### src/rtl/bsc_pkg.sv
// constants, opcodes and carriers for the branch, skip and cpu control unit
package bsc_pkg;
	localparam int PC_W   = 20;
	localparam int CYC_W  = 5;
	// instruction lengths in bytes
	localparam logic [2:0] LEN_ONE   = 3'h1;
	localparam logic [2:0] LEN_TWO   = 3'h2;
	localparam logic [2:0] LEN_SHORT = 3'h3;
	localparam logic [2:0] LEN_LONG  = 3'h4;
	// clock counts, not taken / taken
	localparam logic [CYC_W-1:0] CYC_BR_NT   = 5'h03;
	localparam logic [CYC_W-1:0] CYC_BR_T    = 5'h05;
	localparam logic [CYC_W-1:0] CYC_ES_NT   = 5'h04;
	localparam logic [CYC_W-1:0] CYC_ES_T    = 5'h06;
	localparam logic [CYC_W-1:0] CYC_PM_NT   = 5'h06;
	localparam logic [CYC_W-1:0] CYC_PM_T    = 5'h07;
	localparam logic [CYC_W-1:0] CYC_PMES_NT = 5'h07;
	localparam logic [CYC_W-1:0] CYC_PMES_T  = 5'h08;
	localparam logic [CYC_W-1:0] CYC_ONE     = 5'h01;
	localparam logic [CYC_W-1:0] CYC_IRQ_OP  = 5'h04;
	localparam logic [CYC_W-1:0] CYC_STBY    = 5'h03;
	localparam logic [CYC_W-1:0] CYC_BRK     = 5'h05;
	localparam logic [CYC_W-1:0] CYC_RAM_ADD = 5'h03;
	// status word layout
	localparam int PSW_CY = 0;
	localparam int PSW_AC = 1;
	localparam int PSW_Z  = 2;
	localparam int PSW_RBS_LO = 3;
	localparam int PSW_RBS_HI = 4;
	localparam int PSW_IE = 7;
	localparam logic [7:0] PSW_RESET = 8'h00;
	// register map, byte addresses
	localparam int AXI_AW = 8;
	localparam logic [AXI_AW-1:0] REG_CTRL        = 8'h00;
	localparam logic [AXI_AW-1:0] REG_STATUS_WORD = 8'h04;
	localparam logic [AXI_AW-1:0] REG_STATE       = 8'h08;
	localparam int CTRL_RAM_FETCH = 0;
	localparam int ST_HALT = 0;
	localparam int ST_STOP = 1;
	localparam int ST_SKIP = 2;
	localparam int ST_BUSY = 3;
	localparam int ST_CYC_LO = 8;
	localparam logic [1:0] RESP_OKAY   = 2'h0;
	localparam logic [1:0] RESP_SLVERR = 2'h2;

	typedef enum logic [3:0] {
		op_branch_if_bit_false, op_branch_test_and_clear,
		op_skip_if_carry, op_skip_if_no_carry, op_skip_if_zero,
		op_skip_if_not_zero, op_skip_if_higher, op_skip_if_not_higher,
		op_bank_select, op_nop, op_irq_enable_op, op_irq_disable_op,
		op_halt, op_stop, op_break_op
	} bsc_op_type;

	typedef enum logic [2:0] {
		form_saddr, form_sfr, form_acc, form_psw, form_hl, form_es_hl
	} bsc_form_type;

	typedef struct packed {
		bsc_op_type      op;
		bsc_form_type    form;
		logic [PC_W-1:0] pc;
		logic [7:0]      short_displacement;
		logic            bit_val;
		logic [2:0]      bit_idx;
		logic [1:0]      bank;
		logic            prog_mem;
		logic [2:0]      length;
	} bsc_insn_type;

	typedef struct packed {
		logic [PC_W-1:0] next_pc;
		logic            taken;
		logic            clear_bit;
		logic            skipped;
		logic            break_req;
	} bsc_result_type;
endpackage : bsc_pkg

### src/rtl/bsc_exec.sv
// execution unit for bit branches, skips and cpu control instructions
//
// Implementation choices: the address map and register access over AXI4-Lite.
module bsc_exec (
	input  wire logic                         ref_clk,
	input  wire logic                         nrst,
	input  wire logic [bsc_pkg::AXI_AW-1:0]   s_axi_awaddr,
	input  wire logic                         s_axi_awvalid,
	output logic                              s_axi_awready,
	input  wire logic [31:0]                  s_axi_wdata,
	input  wire logic [3:0]                   s_axi_wstrb,
	input  wire logic                         s_axi_wvalid,
	output logic                              s_axi_wready,
	output logic [1:0]                        s_axi_bresp,
	output logic                              s_axi_bvalid,
	input  wire logic                         s_axi_bready,
	input  wire logic [bsc_pkg::AXI_AW-1:0]   s_axi_araddr,
	input  wire logic                         s_axi_arvalid,
	output logic                              s_axi_arready,
	output logic [31:0]                       s_axi_rdata,
	output logic [1:0]                        s_axi_rresp,
	output logic                              s_axi_rvalid,
	input  wire logic                         s_axi_rready,
	input  wire logic                         insn_valid,
	output logic                              insn_ready,
	input  wire bsc_pkg::bsc_insn_type        insn,
	input  wire logic                         irq_req,
	output logic                              done,
	output bsc_pkg::bsc_result_type           result,
	output logic [7:0]                        status_word,
	output logic                              halted,
	output logic                              stopped,
	output logic                              standby_release
);
	typedef enum logic [1:0] {st_idle, st_busy, st_halt, st_stop} bsc_state_type;

	bsc_state_type                 state;
	logic [bsc_pkg::CYC_W-1:0]     cnt;
	logic [bsc_pkg::CYC_W-1:0]     last_cyc;
	logic                          skip_pending;
	logic                          ram_fetch;
	bsc_pkg::bsc_op_type           h_op;
	logic [1:0]                    h_bank;
	logic [2:0]                    h_bit_idx;
	logic                          h_psw_clr;
	logic                          h_skip;
	logic                          accept;
	logic                          commit;
	logic                          bit_now;
	logic                          cond;
	logic [2:0]                    len;
	logic [bsc_pkg::PC_W-1:0]      sdisp;
	logic [bsc_pkg::CYC_W-1:0]     base_cyc;
	logic [bsc_pkg::CYC_W-1:0]     next_cyc;
	bsc_pkg::bsc_result_type       next_res;
	logic                          aw_held;
	logic                          w_held;
	logic [bsc_pkg::AXI_AW-1:0]    aw_addr;
	logic [31:0]                   w_data;
	logic                          w_lane0;
	logic                          wr_fire;
	logic                          psw_wr;

	assign insn_ready = (state == st_idle);
	assign accept = insn_valid && insn_ready;
	assign commit = (state == st_busy) && (cnt == '0);
	assign halted = (state == st_halt);
	assign stopped = (state == st_stop);

	// decode the accepted instruction into its result and clock count
	always_comb begin
		next_res = '0;
		cond = 1'b0;
		base_cyc = bsc_pkg::CYC_ONE;
		bit_now = (insn.form == bsc_pkg::form_psw) ?
			status_word[insn.bit_idx] : insn.bit_val;
		len = (insn.form == bsc_pkg::form_acc ||
			insn.form == bsc_pkg::form_hl) ?
			bsc_pkg::LEN_SHORT : bsc_pkg::LEN_LONG;
		sdisp = {{(bsc_pkg::PC_W-8){insn.short_displacement[7]}},
			insn.short_displacement};
		next_res.next_pc = insn.pc + bsc_pkg::PC_W'(bsc_pkg::LEN_TWO);
		case (insn.op)
			bsc_pkg::op_branch_if_bit_false,
			bsc_pkg::op_branch_test_and_clear: begin
				if (insn.op == bsc_pkg::op_branch_if_bit_false) begin
					cond = !bit_now;
				end else begin
					cond = bit_now;
				end
				next_res.taken = cond;
				next_res.next_pc = insn.pc + bsc_pkg::PC_W'(len) +
					(cond ? sdisp : '0);
				next_res.clear_bit = cond &&
					insn.op == bsc_pkg::op_branch_test_and_clear &&
					insn.form != bsc_pkg::form_psw;
				// program memory read only for the bf indirect forms
				if (insn.prog_mem && insn.op == bsc_pkg::op_branch_if_bit_false
					&& insn.form == bsc_pkg::form_es_hl) begin
					base_cyc = cond ? bsc_pkg::CYC_PMES_T :
						bsc_pkg::CYC_PMES_NT;
				end else if (insn.prog_mem &&
					insn.op == bsc_pkg::op_branch_if_bit_false &&
					insn.form == bsc_pkg::form_hl) begin
					base_cyc = cond ? bsc_pkg::CYC_PM_T :
						bsc_pkg::CYC_PM_NT;
				end else if (insn.form == bsc_pkg::form_es_hl) begin
					base_cyc = cond ? bsc_pkg::CYC_ES_T :
						bsc_pkg::CYC_ES_NT;
				end else begin
					base_cyc = cond ? bsc_pkg::CYC_BR_T :
						bsc_pkg::CYC_BR_NT;
				end
			end
			bsc_pkg::op_skip_if_carry: begin
				cond = status_word[bsc_pkg::PSW_CY];
			end
			bsc_pkg::op_skip_if_no_carry: begin
				cond = !status_word[bsc_pkg::PSW_CY];
			end
			bsc_pkg::op_skip_if_zero: begin
				cond = status_word[bsc_pkg::PSW_Z];
			end
			bsc_pkg::op_skip_if_not_zero: begin
				cond = !status_word[bsc_pkg::PSW_Z];
			end
			bsc_pkg::op_skip_if_higher: begin
				cond = !(status_word[bsc_pkg::PSW_Z] ||
					status_word[bsc_pkg::PSW_CY]);
			end
			bsc_pkg::op_skip_if_not_higher: begin
				cond = status_word[bsc_pkg::PSW_Z] ||
					status_word[bsc_pkg::PSW_CY];
			end
			bsc_pkg::op_bank_select: begin
				base_cyc = bsc_pkg::CYC_ONE;
			end
			bsc_pkg::op_irq_enable_op, bsc_pkg::op_irq_disable_op: begin
				next_res.next_pc = insn.pc +
					bsc_pkg::PC_W'(bsc_pkg::LEN_SHORT);
				base_cyc = bsc_pkg::CYC_IRQ_OP;
			end
			bsc_pkg::op_halt, bsc_pkg::op_stop: begin
				base_cyc = bsc_pkg::CYC_STBY;
			end
			bsc_pkg::op_break_op: begin
				next_res.break_req = 1'b1;
				base_cyc = bsc_pkg::CYC_BRK;
			end
			default: begin
				next_res.next_pc = insn.pc +
					bsc_pkg::PC_W'(bsc_pkg::LEN_ONE);
			end
		endcase
		// a pending skip swallows this instruction whole
		if (skip_pending) begin
			next_res = '0;
			next_res.skipped = 1'b1;
			next_res.next_pc = insn.pc +
				bsc_pkg::PC_W'(insn.length);
			base_cyc = bsc_pkg::CYC_ONE;
		end
		// one count is one ref_clk period; ram fetch stretches it
		next_cyc = ram_fetch ? bsc_pkg::CYC_W'({base_cyc, 1'b0} +
			bsc_pkg::CYC_RAM_ADD) : base_cyc;
	end

	// sequencer: idle, counting clocks, and the two standby modes
	always_ff @(posedge ref_clk or negedge nrst) begin
		if (!nrst) begin
			state <= st_idle;
			cnt <= '0;
		end else begin
			case (state)
				st_idle: begin
					if (accept) begin
						state <= st_busy;
						cnt <= next_cyc - bsc_pkg::CYC_ONE;
					end
				end
				st_busy: begin
					if (commit) begin
						if (h_op == bsc_pkg::op_halt) begin
							state <= st_halt;
						end else if (h_op == bsc_pkg::op_stop) begin
							state <= st_stop;
						end else begin
							state <= st_idle;
						end
					end else begin
						cnt <= cnt - bsc_pkg::CYC_ONE;
					end
				end
				st_halt, st_stop: begin
					if (irq_req) begin
						state <= st_idle;
					end
				end
				default: begin
					state <= st_idle;
				end
			endcase
		end
	end

	// latch the result and the effects still to be committed
	always_ff @(posedge ref_clk or negedge nrst) begin
		if (!nrst) begin
			result <= '0;
			last_cyc <= '0;
			h_op <= bsc_pkg::op_nop;
			h_bank <= '0;
			h_bit_idx <= '0;
			h_psw_clr <= 1'b0;
			h_skip <= 1'b0;
		end else if (accept) begin
			result <= next_res;
			last_cyc <= next_cyc;
			h_op <= skip_pending ? bsc_pkg::op_nop : insn.op;
			h_bank <= insn.bank;
			h_bit_idx <= insn.bit_idx;
			h_psw_clr <= !skip_pending && next_res.taken &&
				insn.op == bsc_pkg::op_branch_test_and_clear &&
				insn.form == bsc_pkg::form_psw;
			h_skip <= !skip_pending && cond && insn.op >=
				bsc_pkg::op_skip_if_carry && insn.op <=
				bsc_pkg::op_skip_if_not_higher;
		end
	end

	// done and release pulses
	always_ff @(posedge ref_clk or negedge nrst) begin
		if (!nrst) begin
			done <= 1'b0;
			standby_release <= 1'b0;
		end else begin
			done <= commit;
			standby_release <= (halted || stopped) && irq_req;
		end
	end

	// skip flag: set by a true skip, cleared by the swallowed instruction
	always_ff @(posedge ref_clk or negedge nrst) begin
		if (!nrst) begin
			skip_pending <= 1'b0;
		end else if (commit && h_skip) begin
			skip_pending <= 1'b1;
		end else if (accept) begin
			skip_pending <= 1'b0;
		end
	end

	// status word: committed instruction wins over a software write
	always_ff @(posedge ref_clk or negedge nrst) begin
		if (!nrst) begin
			status_word <= bsc_pkg::PSW_RESET;
		end else if (commit) begin
			case (h_op)
				bsc_pkg::op_irq_enable_op: begin
					status_word[bsc_pkg::PSW_IE] <= 1'b1;
				end
				bsc_pkg::op_irq_disable_op: begin
					status_word[bsc_pkg::PSW_IE] <= 1'b0;
				end
				bsc_pkg::op_bank_select: begin
					status_word[bsc_pkg::PSW_RBS_HI:bsc_pkg::PSW_RBS_LO]
						<= h_bank;
				end
				bsc_pkg::op_branch_test_and_clear: begin
					if (h_psw_clr) begin
						status_word[h_bit_idx] <= 1'b0;
					end
				end
				default: begin
				end
			endcase
		end else if (psw_wr) begin
			status_word <= w_data[7:0];
		end
	end

	// axi write channel: address and data taken in either order
	assign s_axi_awready = !aw_held && !s_axi_bvalid;
	assign s_axi_wready = !w_held && !s_axi_bvalid;
	assign wr_fire = aw_held && w_held && !s_axi_bvalid;
	assign psw_wr = wr_fire && w_lane0 &&
		aw_addr == bsc_pkg::REG_STATUS_WORD;
	always_ff @(posedge ref_clk or negedge nrst) begin
		if (!nrst) begin
			aw_held <= 1'b0;
			w_held <= 1'b0;
			aw_addr <= '0;
			w_data <= '0;
			w_lane0 <= 1'b0;
			s_axi_bvalid <= 1'b0;
			s_axi_bresp <= bsc_pkg::RESP_OKAY;
		end else begin
			if (s_axi_awvalid && s_axi_awready) begin
				aw_held <= 1'b1;
				aw_addr <= s_axi_awaddr;
			end
			if (s_axi_wvalid && s_axi_wready) begin
				w_held <= 1'b1;
				w_data <= s_axi_wdata;
				w_lane0 <= s_axi_wstrb[0];
			end
			if (wr_fire) begin
				aw_held <= 1'b0;
				w_held <= 1'b0;
				s_axi_bvalid <= 1'b1;
				s_axi_bresp <= (aw_addr == bsc_pkg::REG_CTRL ||
					aw_addr == bsc_pkg::REG_STATUS_WORD ||
					aw_addr == bsc_pkg::REG_STATE) ?
					bsc_pkg::RESP_OKAY : bsc_pkg::RESP_SLVERR;
			end else if (s_axi_bready) begin
				s_axi_bvalid <= 1'b0;
			end
		end
	end

	// control register: ram fetch timing select
	always_ff @(posedge ref_clk or negedge nrst) begin
		if (!nrst) begin
			ram_fetch <= 1'b0;
		end else if (wr_fire && w_lane0 && aw_addr == bsc_pkg::REG_CTRL) begin
			ram_fetch <= w_data[bsc_pkg::CTRL_RAM_FETCH];
		end
	end

	// axi read channel: one-cycle registered answer
	assign s_axi_arready = !s_axi_rvalid;
	always_ff @(posedge ref_clk or negedge nrst) begin
		if (!nrst) begin
			s_axi_rvalid <= 1'b0;
			s_axi_rdata <= '0;
			s_axi_rresp <= bsc_pkg::RESP_OKAY;
		end else if (s_axi_arvalid && s_axi_arready) begin
			s_axi_rvalid <= 1'b1;
			s_axi_rdata <= '0;
			s_axi_rresp <= bsc_pkg::RESP_OKAY;
			case (s_axi_araddr)
				bsc_pkg::REG_CTRL: begin
					s_axi_rdata[bsc_pkg::CTRL_RAM_FETCH] <= ram_fetch;
				end
				bsc_pkg::REG_STATUS_WORD: begin
					s_axi_rdata[7:0] <= status_word;
				end
				bsc_pkg::REG_STATE: begin
					s_axi_rdata[bsc_pkg::ST_HALT] <= halted;
					s_axi_rdata[bsc_pkg::ST_STOP] <= stopped;
					s_axi_rdata[bsc_pkg::ST_SKIP] <= skip_pending;
					s_axi_rdata[bsc_pkg::ST_BUSY] <= (state == st_busy);
					s_axi_rdata[bsc_pkg::ST_CYC_LO+:bsc_pkg::CYC_W] <= last_cyc;
				end
				default: begin
					s_axi_rresp <= bsc_pkg::RESP_SLVERR;
				end
			endcase
		end else if (s_axi_rready) begin
			s_axi_rvalid <= 1'b0;
		end
	end

	// checks on the instruction results and timing
	chk_bf_target: assert property (@(posedge ref_clk) disable iff (!nrst)
		accept && !skip_pending && insn.op == bsc_pkg::op_branch_if_bit_false
		&& insn.form == bsc_pkg::form_acc && !insn.bit_val |=>
		result.taken && result.next_pc == $past(insn.pc) + 20'h3 +
		{{12{$past(insn.short_displacement[7])}},
		$past(insn.short_displacement)})
		else $error("bit branch target wrong");
	chk_branch_test_and_clear_clear: assert property (@(posedge ref_clk) disable iff (!nrst)
		accept && !skip_pending && insn.form == bsc_pkg::form_saddr &&
		insn.op == bsc_pkg::op_branch_test_and_clear |=>
		result.clear_bit == $past(insn.bit_val) &&
		result.taken == $past(insn.bit_val))
		else $error("test and clear wrong");
	chk_flags_kept: assert property (@(posedge ref_clk) disable iff (!nrst)
		commit && h_op == bsc_pkg::op_branch_test_and_clear && !h_psw_clr
		|=> $stable(status_word))
		else $error("flags changed by test and clear");
	chk_branch_time: assert property (@(posedge ref_clk) disable iff (!nrst)
		accept && !skip_pending && !ram_fetch && !insn.prog_mem &&
		insn.op == bsc_pkg::op_branch_if_bit_false &&
		insn.form == bsc_pkg::form_saddr && !insn.bit_val |=>
		(state == st_busy)[*5] ##1 done)
		else $error("taken branch time wrong");
	chk_pm_time: assert property (@(posedge ref_clk) disable iff (!nrst)
		accept && !skip_pending && !ram_fetch && insn.prog_mem &&
		insn.op == bsc_pkg::op_branch_if_bit_false &&
		insn.form == bsc_pkg::form_hl && insn.bit_val |=>
		(state == st_busy)[*6] ##1 done)
		else $error("program memory branch time wrong");
	chk_skip_carry: assert property (@(posedge ref_clk) disable iff (!nrst)
		accept && !skip_pending && !ram_fetch &&
		insn.op == bsc_pkg::op_skip_if_carry
		|-> ##2 skip_pending == $past(status_word[bsc_pkg::PSW_CY], 2))
		else $error("carry skip wrong");
	chk_skip_higher: assert property (@(posedge ref_clk) disable iff (!nrst)
		accept && !skip_pending && !ram_fetch &&
		insn.op == bsc_pkg::op_skip_if_higher &&
		status_word[bsc_pkg::PSW_Z] |-> ##2 !skip_pending)
		else $error("higher skip wrong");
	chk_skip_swallow: assert property (@(posedge ref_clk) disable iff (!nrst)
		accept && skip_pending |=> result.skipped && !result.clear_bit &&
		result.next_pc == $past(insn.pc) + 20'($past(insn.length)))
		else $error("skipped instruction had effect");
	chk_bank_select: assert property (@(posedge ref_clk) disable iff (!nrst)
		accept && !skip_pending && !ram_fetch &&
		insn.op == bsc_pkg::op_bank_select |-> ##2
		status_word[4:3] == $past(insn.bank, 2))
		else $error("bank select wrong");
	chk_irq_enable: assert property (@(posedge ref_clk) disable iff (!nrst)
		accept && !skip_pending && !ram_fetch &&
		insn.op == bsc_pkg::op_irq_enable_op |=> (state == st_busy)[*4]
		##1 status_word[bsc_pkg::PSW_IE])
		else $error("irq enable wrong");
	chk_standby_entry: assert property (@(posedge ref_clk) disable iff (!nrst)
		accept && !skip_pending && !ram_fetch && insn.op == bsc_pkg::op_halt
		|=> (state == st_busy)[*3] ##1 halted)
		else $error("halt entry wrong");
	chk_standby_exit: assert property (@(posedge ref_clk) disable iff (!nrst)
		(halted || stopped) && irq_req |=> insn_ready && standby_release)
		else $error("standby not released");
	chk_ram_time: assert property (@(posedge ref_clk) disable iff (!nrst)
		accept && ram_fetch && skip_pending |=> (state == st_busy)[*5]
		##1 done)
		else $error("ram fetch time wrong");
	chk_break_raise: assert property (@(posedge ref_clk) disable iff (!nrst)
		accept && !skip_pending && insn.op == bsc_pkg::op_break_op
		|=> result.break_req)
		else $error("break not raised");
endmodule : bsc_exec

### config.mk
export PLATFORM = sky130hd
export DESIGN_NAME = bsc_exec
export DESIGN_NICKNAME = d
export VERILOG_FILES = /design/src/rtl/bsc_pkg.sv /design/src/rtl/bsc_exec.sv
export SDC_FILE = /design/constraint.sdc
export NUM_CORES = 1
export LEC_CHECK = 0
export BUFFER_PORTS_ARGS = -buffer_cell sky130_fd_sc_hd__buf_2
export CAP_MARGIN = 20
export CORE_UTILIZATION = 40
export CTS_BUF_LIST = sky130_fd_sc_hd__clkbuf_4 sky130_fd_sc_hd__clkbuf_8
export CTS_CLUSTER_SIZE = 40
export DETAILED_ROUTE_END_ITERATION = 8
export PLACE_DENSITY = 0.59
export SKIP_CTS_REPAIR_TIMING = 1
export SLEW_MARGIN = 20
export SYNTH_ARGS = -nofsm -noshare
export SYNTH_HDL_FRONTEND = slang
export SYNTH_SLANG_ARGS = --single-unit
### constraint.sdc
create_clock -name ref_clk -period 4.85 [get_ports ref_clk]
set_input_delay 1.2125 -clock ref_clk [delete_from_list [all_inputs] [get_ports ref_clk]]
set_output_delay 1.2125 -clock ref_clk [all_outputs]
set_load 0.03 [all_outputs]
; Word-level counts from Yosys, hierarchy flattened
; Index checks and enable logic that the tools add are counted.
[classes]
addsub = 9
magnitude_cmp = 5
eq_ne = 40
reduce_logical = 63
n_mux = 57
bitwise = 2
[op_table]
columns = op, count
row1 = $pmux 20 s3, 1
row2 = $eq 4x4->1 const B, 11
row3 = $add 20x2->20 const B, 2
row4 = $add 20x3->20, 2
row5 = $mux 5, 7
row6 = $logic_and 1x1->1, 26
row7 = $mux 24, 1
row8 = $mux 8, 3
row9 = $add 20x1->20 const B, 1
row10 = $add 20x20->20, 1
row11 = $mux 2, 10
row12 = $mux 20, 1
row13 = $pmux 5 s4, 1
row14 = $mux 1, 17
row15 = $eq 4x3->1 const B, 4
row16 = $eq 8x3->1 const B, 2
row17 = $eq 8x4->1 const B, 2
row18 = $logic_not 8->1, 2
row19 = $reduce_and 3->1, 5
row20 = $reduce_bool 2->1, 7
row21 = $mux 3, 4
row22 = $mux 4, 3
row23 = $pmux 5 s2, 1
row24 = $reduce_or 10->1, 1
row25 = other kinds (34), 61
[word_totals]
elab_cells = 206
reg_bits = 97
input_bits = 106

; Longest topological paths before layout
[logic_depth]
ltp_word = 17
mapped_depth = 20

; Worst setup path after synthesis
; No wires, ideal clock.
[synth_timing]
path_kind = input to register
startpoint = input port insn[7] (netlist bit)
endpoint = register result[17] (netlist bit)
t_required_ps = 4767
stages = 17
arrival_time_ps = 5206
path_slack_ps = -439
cell_sequence = mux4_1 -> mux2_2 -> a21oi_2 -> xnor2_1 -> buf_2 -> nand2_1 -> fa_1 -> inv_1 -> ha_1 -> fa_1 -> a211oi_1 -> o21bai_1 -> a21o_1 -> a2111oi_0 -> o211ai_1 -> nor3b_1 -> o21ai_0
[synth_between]
elab_chain_len = 10
[synth_lines]
columns = element, line_no
row1 = "start, declared", bsc_exec.sv:26  ; input wire bsc_pkg::bsc_insn_type insn,
row2 = $bmux 1 s3 (*), bsc_exec.sv:76  ; status_word[insn.bit_idx] : insn.bit_val;
row3 = $mux 1 (not written as such) (*), bsc_exec.sv:76
row4 = $mux 1 (*), bsc_exec.sv:75  ; bit_now = (insn.form == bsc_pkg::form_psw) ?
row5 = $logic_not 1->1, bsc_exec.sv:87  ; cond = !bit_now;
row6 = $mux 1 (*), bsc_exec.sv:86  ; if (insn.op == bsc_pkg::op_branch_if_bit_false) begin
row7 = $mux 1 (*), bsc_exec.sv:83  ; case (insn.op)
row8 = $mux 20 (*), bsc_exec.sv:93  ; (cond ? sdisp : '0);
row9 = $add 20x20->20 (*), bsc_exec.sv:92  ; next_res.next_pc = insn.pc + bsc_pkg::PC_W'(len) +
row10 = $pmux 20 s3 (*), bsc_exec.sv:83
row11 = $mux 24 (*), bsc_exec.sv:156  ; if (skip_pending) begin
row12 = "end signal, assigned", bsc_exec.sv:217  ; result <= next_res;
row13 = "end, declared", bsc_exec.sv:29  ; output bsc_pkg::bsc_result_type result,
; Every way passes the cells marked *; elsewhere a longest branch is shown, timed or not. The select of a mux whose other input is x is not followed.
; A chain may end at the register's enable or synchronous reset.

; Worst setup path after layout
[layout_timing]
startpoint = input port insn[7] (netlist bit)
endpoint = register result[21] (netlist bit)
; The elaborated chain is that of the path after synthesis.

==> impl_results.html <==
<table>
<tr><th>Metric</th><th>Value</th></tr>
<tr><th colspan="2">Run status</th></tr>
<tr><td>Result of the run</td><td>finished with violations</td></tr>
<tr><td>Violations in the final reports</td><td>negative setup slack</td></tr>
<tr><th colspan="2">Clock network</th></tr>
<tr><td>H-tree depth</td><td>3</td></tr>
<tr><td>Library cell used as clock root buffer</td><td>clkbuf_8</td></tr>
<tr><td>Largest buffer count on any clock path</td><td>2</td></tr>
<tr><td>Clock insertion delay at the later pin of the skew report</td><td>0.38 ns</td></tr>
<tr><td>Clock tree sinks</td><td>95</td></tr>
<tr><td>Cts bufs inserted</td><td>9</td></tr>
<tr><td>CTS tree</td><td>yes</td></tr>
<tr><td>Clock-pin slew of the registers on the worst-case setup and hold paths</td><td>0.11 ns</td></tr>
<tr><th colspan="2">STA</th></tr>
<tr><td>Post-layout minimum cycle time</td><td>4.860 ns</td></tr>
<tr><td>Number of slew-limit violations in the final report</td><td>0</td></tr>
<tr><td>Setup total negative slack</td><td>-0.009563 ns</td></tr>
<tr><td>Transition time of the tightest slew-check pin</td><td>0.9176 ns</td></tr>
<tr><td>Final Hold Viols</td><td>0</td></tr>
<tr><td>Post-route setup slack</td><td>-0.009563 ns</td></tr>
<tr><td>Worst slew margin relative to its limit</td><td>38.69%</td></tr>
<tr><td>RSZ-0062 raised after global routing</td><td>yes</td></tr>
<tr><td>Final clock period utilization by the worst path</td><td>100.2%</td></tr>
<tr><td>Timing-limited maximum frequency</td><td>205.8 MHz</td></tr>
<tr><td>Worst Clk Skew</td><td>0.01384 ns</td></tr>
<tr><td>Total setup violations reported at the end of the flow</td><td>1</td></tr>
<tr><th colspan="2">Die</th></tr>
<tr><td>I/O pin count</td><td>about 180</td></tr>
<tr><td>Core ar.</td><td>0.01754 mm2</td></tr>
<tr><td>Core Rows</td><td>between 40 and 50</td></tr>
<tr><td>Initial Utilization</td><td>41.45%</td></tr>
<tr><td>Die Width</td><td>approximately 140 um</td></tr>
<tr><td>Die Height</td><td>136.8 um</td></tr>
<tr><td>Die area</td><td>0.01871 mm2</td></tr>
<tr><th colspan="2">Global route</th></tr>
<tr><td>Pin count of the biggest net entering global routing</td><td>67</td></tr>
<tr><td>Number of global-route vias before repair</td><td>between 6000 and 7000</td></tr>
<tr><td>Global routing usage summed across all routing layers</td><td>23.23%</td></tr>
<tr><td>Wire length of the first global-routing pass</td><td>roughly 34000 um</td></tr>
<tr><td>Initial antenna violation count</td><td>0</td></tr>
<tr><td>Global route total overflow</td><td>0</td></tr>
<tr><th colspan="2">Pwr</th></tr>
<tr><td>Combinational power share</td><td>48.1%</td></tr>
<tr><td>Internal power consumption</td><td>0.001959 W</td></tr>
<tr><td>Power Dens Cells</td><td>405.9 mW/mm2</td></tr>
<tr><td>Static Leakage</td><td>4.277 nW</td></tr>
<tr><td>Share of power burned in the clock network</td><td>between 10% and 20%</td></tr>
<tr><td>Sw frac</td><td>a little under half</td></tr>
<tr><td>Total net switching power</td><td>0.001610 W</td></tr>
<tr><td>Worst ir drop on vdd</td><td>between 0.0002 and 0.00025 V</td></tr>
<tr><td>Share of total power in sequential cells</td><td>36.7%</td></tr>
<tr><th colspan="2">Drt</th></tr>
<tr><td>DRC</td><td>0</td></tr>
<tr><td>Initial detailed-routing violation count</td><td>552</td></tr>
<tr><td>First-pass DRT Iterations</td><td>6</td></tr>
<tr><td>Vias per std cell</td><td>about 5.5</td></tr>
<tr><td>Routed len/inst</td><td>16.49 um</td></tr>
<tr><td>Total number of vias</td><td>slightly below 7000</td></tr>
<tr><td>Post-DRT Antenna Nets</td><td>0</td></tr>
<tr><td>Routed WL</td><td>20760 um</td></tr>
<tr><th colspan="2">Logic synthesis</th></tr>
<tr><td>Post-synth design cell area</td><td>0.007268 mm2</td></tr>
<tr><td>Avg Inst Size Synth</td><td>8.442 um2</td></tr>
<tr><td>Async SR Flop Fraction</td><td>100.0%</td></tr>
<tr><td>Post-synth top area cell</td><td>dfrtp_1</td></tr>
<tr><td>Synth warnings</td><td>0</td></tr>
<tr><td>Instance count of the mapped netlist</td><td>861</td></tr>
<tr><td>Predominant post-synthesis flop cell</td><td>dfrtp_1</td></tr>
<tr><td>Distinct cells, synth</td><td>74</td></tr>
<tr><td>Proportion of synthesized chip area in sequential cells</td><td>32.74%</td></tr>
<tr><td>Register bit count reported by yosys</td><td>95</td></tr>
<tr><td>Biggest area contributors in the synthesized netlist</td><td>dfrtp_1 (32%), ha_1 (7.2%), nand2_1 (6.2%), o21ai_0 (4.1%), a21oi_1 (3.7%)</td></tr>
<tr><td>Fraction of synthesized cell area taken by the top area cell type</td><td>between 30% and 40%</td></tr>
<tr><td>Post-synth EDFFs</td><td>0</td></tr>
<tr><th colspan="2">Critical path</th></tr>
<tr><td>Worst path required time</td><td>5.13 ns</td></tr>
<tr><td>Startpoint kind of the worst setup timing path</td><td>primary input</td></tr>
<tr><td>Critical path cell sequence</td><td>buf_8 &gt; mux4_2 &gt; mux2_4 &gt; a21oi_4 &gt; xnor2_2 &gt; buf_4 &gt; nand2_2 &gt; fa_1 &gt; inv_2 &gt; ha_4 &gt; fa_2 &gt; a211oi_4 &gt; o21bai_4 &gt; a22oi_2 &gt; a311oi_2 &gt; xor2_1 &gt; a211o_1 &gt; a22o_1</td></tr>
<tr><td>Cell count of the worst reg-to-reg path</td><td>17</td></tr>
<tr><td>Family of cells with the greatest summed delay on the critical path</td><td>compound AO/OA/AOI/OAI gates</td></tr>
<tr><td>Critical path start-end classification</td><td>in2reg</td></tr>
<tr><td>Data arrival, critical path</td><td>~5.1 ns</td></tr>
<tr><td>CP max FO</td><td>3</td></tr>
<tr><td>Setup slack of the worst register-to-register path</td><td>0.46 ns</td></tr>
<tr><td>Worst Path Buf+Inv</td><td>3</td></tr>
<tr><td>Critical R2R Capture</td><td>result[21]</td></tr>
<tr><td>CP max stage delay</td><td>0.54 ns</td></tr>
<tr><td>Max stage delay cell, worst path</td><td>fa_1</td></tr>
<tr><td>RR Startpoint</td><td>status_word[7]</td></tr>
<tr><td>Kind of end point of the critical path</td><td>flop</td></tr>
<tr><th colspan="2">Place</th></tr>
<tr><td>Worst slack after detailed placement</td><td>-0.5789 ns</td></tr>
<tr><td>HPWL after DPL</td><td>15860 um</td></tr>
<tr><td>Count of input and output buffers</td><td>135</td></tr>
<tr><td>Placer's final routability congestion estimate</td><td>0.9069</td></tr>
<tr><th colspan="2">Min path</th></tr>
<tr><td>Startpoint of the worst hold path</td><td>s_axi_rdata[7]</td></tr>
<tr><td>Hold EP</td><td>s_axi_rdata[7]</td></tr>
<tr><td>Worst min-delay path class</td><td>reg2reg</td></tr>
<tr><td>Number of stages on the worst hold path</td><td>2</td></tr>
<tr><th colspan="2">Final layout</th></tr>
<tr><td>Share of final-layout standard cells stronger than drive strength 1</td><td>around a quarter</td></tr>
<tr><td>Area added between synthesis and finish</td><td>20.93%</td></tr>
<tr><td>Fin nets</td><td>approximately 1200</td></tr>
<tr><td>Antenna cells</td><td>0</td></tr>
<tr><td>Most common cell after layout, fill and taps aside</td><td>buf_2</td></tr>
<tr><td>Commonest non-fill, non-tap cells in the layout</td><td>buf_2 (133), nand2_1 (120), dfrtp_1 (93)</td></tr>
<tr><th colspan="2">Run</th></tr>
<tr><td>Maximum capacitance violations</td><td>0</td></tr>
</table>
## final cells by class
class	instances	area, um2
Fill cell	1776	8747
Multi-Input combinational cell	692	4628
Sequential cell	95	2380
Timing Repair Buffer	199	1181
Tap cell	225	281.5
Clock buffer	9	123.9
Inverter	32	120.1
Clock inverter	7	75.07
## worst min-delay path: cells and delay by family, from the launching register on
| family | cells | cell delay (ns) |
|---|---|---|
| flip-flops | 1 | 0.35 |
| AND/OR/NAND/NOR | 2 | 0.09 |
## cell families after synthesis
logic type,Yosys count,synth area share (%)
and+or+nand+nor,312,20.69
buffers and inverters,94,6.059
adders and majority gates,48,8.883
other,1,0.05159
muxes,29,4.803
AOI/OAI and AO/OA,244,22.19
xor gates and xnor gates,38,4.579
DFF,95,32.74
## cell usage after synthesis (11+ instances only)
library cell / number
nand2_1: 121
dfrtp_1: 93
o21ai_0: 60
nor2_1: 57
a21oi_1: 54
ha_1: 42
clkbuf_1: 34
inv_1: 31
nand3_1: 26
xnor2_1: 23
buf_4: 21
mux2_2: 21
and2_1: 17
nor3_1: 17
a21o_1: 16
xor2_1: 15
a31oi_1: 11
## power by group through the flow
| stage | Clock, W | Sequential, W | Combinational [W] |
|---|---|---|---|
| after floorplan | 0 | 0.00148 | 0.000995 |
| after global placement | 0 | 0.00132 | 0.00169 |
| after detailed placement | 0 | 0.00133 | 0.00171 |
| after CTS | 0.000555 | 0.00131 | 0.00171 |
| after global routing | 0.000587 | 0.00136 | 0.00191 |
| final | 0.000544 | 0.00131 | 0.00172 |
## sequential cells by signal (all words and copies together), names as in the netlist, 2 cells and up
register,flops
last_cyc,5
status_word,8
s_axi_rdata,13
h_op,4
h_bank,2
cnt,5
h_bit_idx,3
state,2
aw_addr,8
result,24
w_data,8
## worst max path at each step
| stage | from | end | slack (ns) | cells after the start |
|---|---|---|---|---|
| after CTS | insn[7] | result[21] | -0.17 | 18 |
| final | insn[7] | result[21] | -0.01 | 18 |
| after global placement | insn[7] | result[21] | -0.57 | 18 |
| after floorplan | insn[7] | result[21] | -0.15 | 17 |
| after detailed placement | insn[7] | result[21] | -0.58 | 18 |
| after global routing | insn[7] | result[21] | -0.09 | 18 |
## metrics by stage
step	instance area (um2)	total power [W]	hold slack [ns]	utilization, %	cells
2_1_floorplan	7378	0.002476	0.4374	-	881
3_3_place_gp	8508	0.003009	0.4454	48.52	1242
3_5_place_dp	8508	0.003032	0.4502	48.52	1242
4_1_cts	8707	0.003574	0.4736	49.65	1258
5_1_grt	8790	0.003859	0.5036	50.12	1259
6_report	8790	0.003568	0.4671	50.12	1259
## routing by layer
layer	GRT usage, %	routed length (um)	vias up
met5	0	0	-
li1	-	-	3405
met1	31.58	9572	3220
met2	38.04	9592	216
met4	7.082	386	0
met3	3.333	1208	27
(Power assumes the default switching activity.)
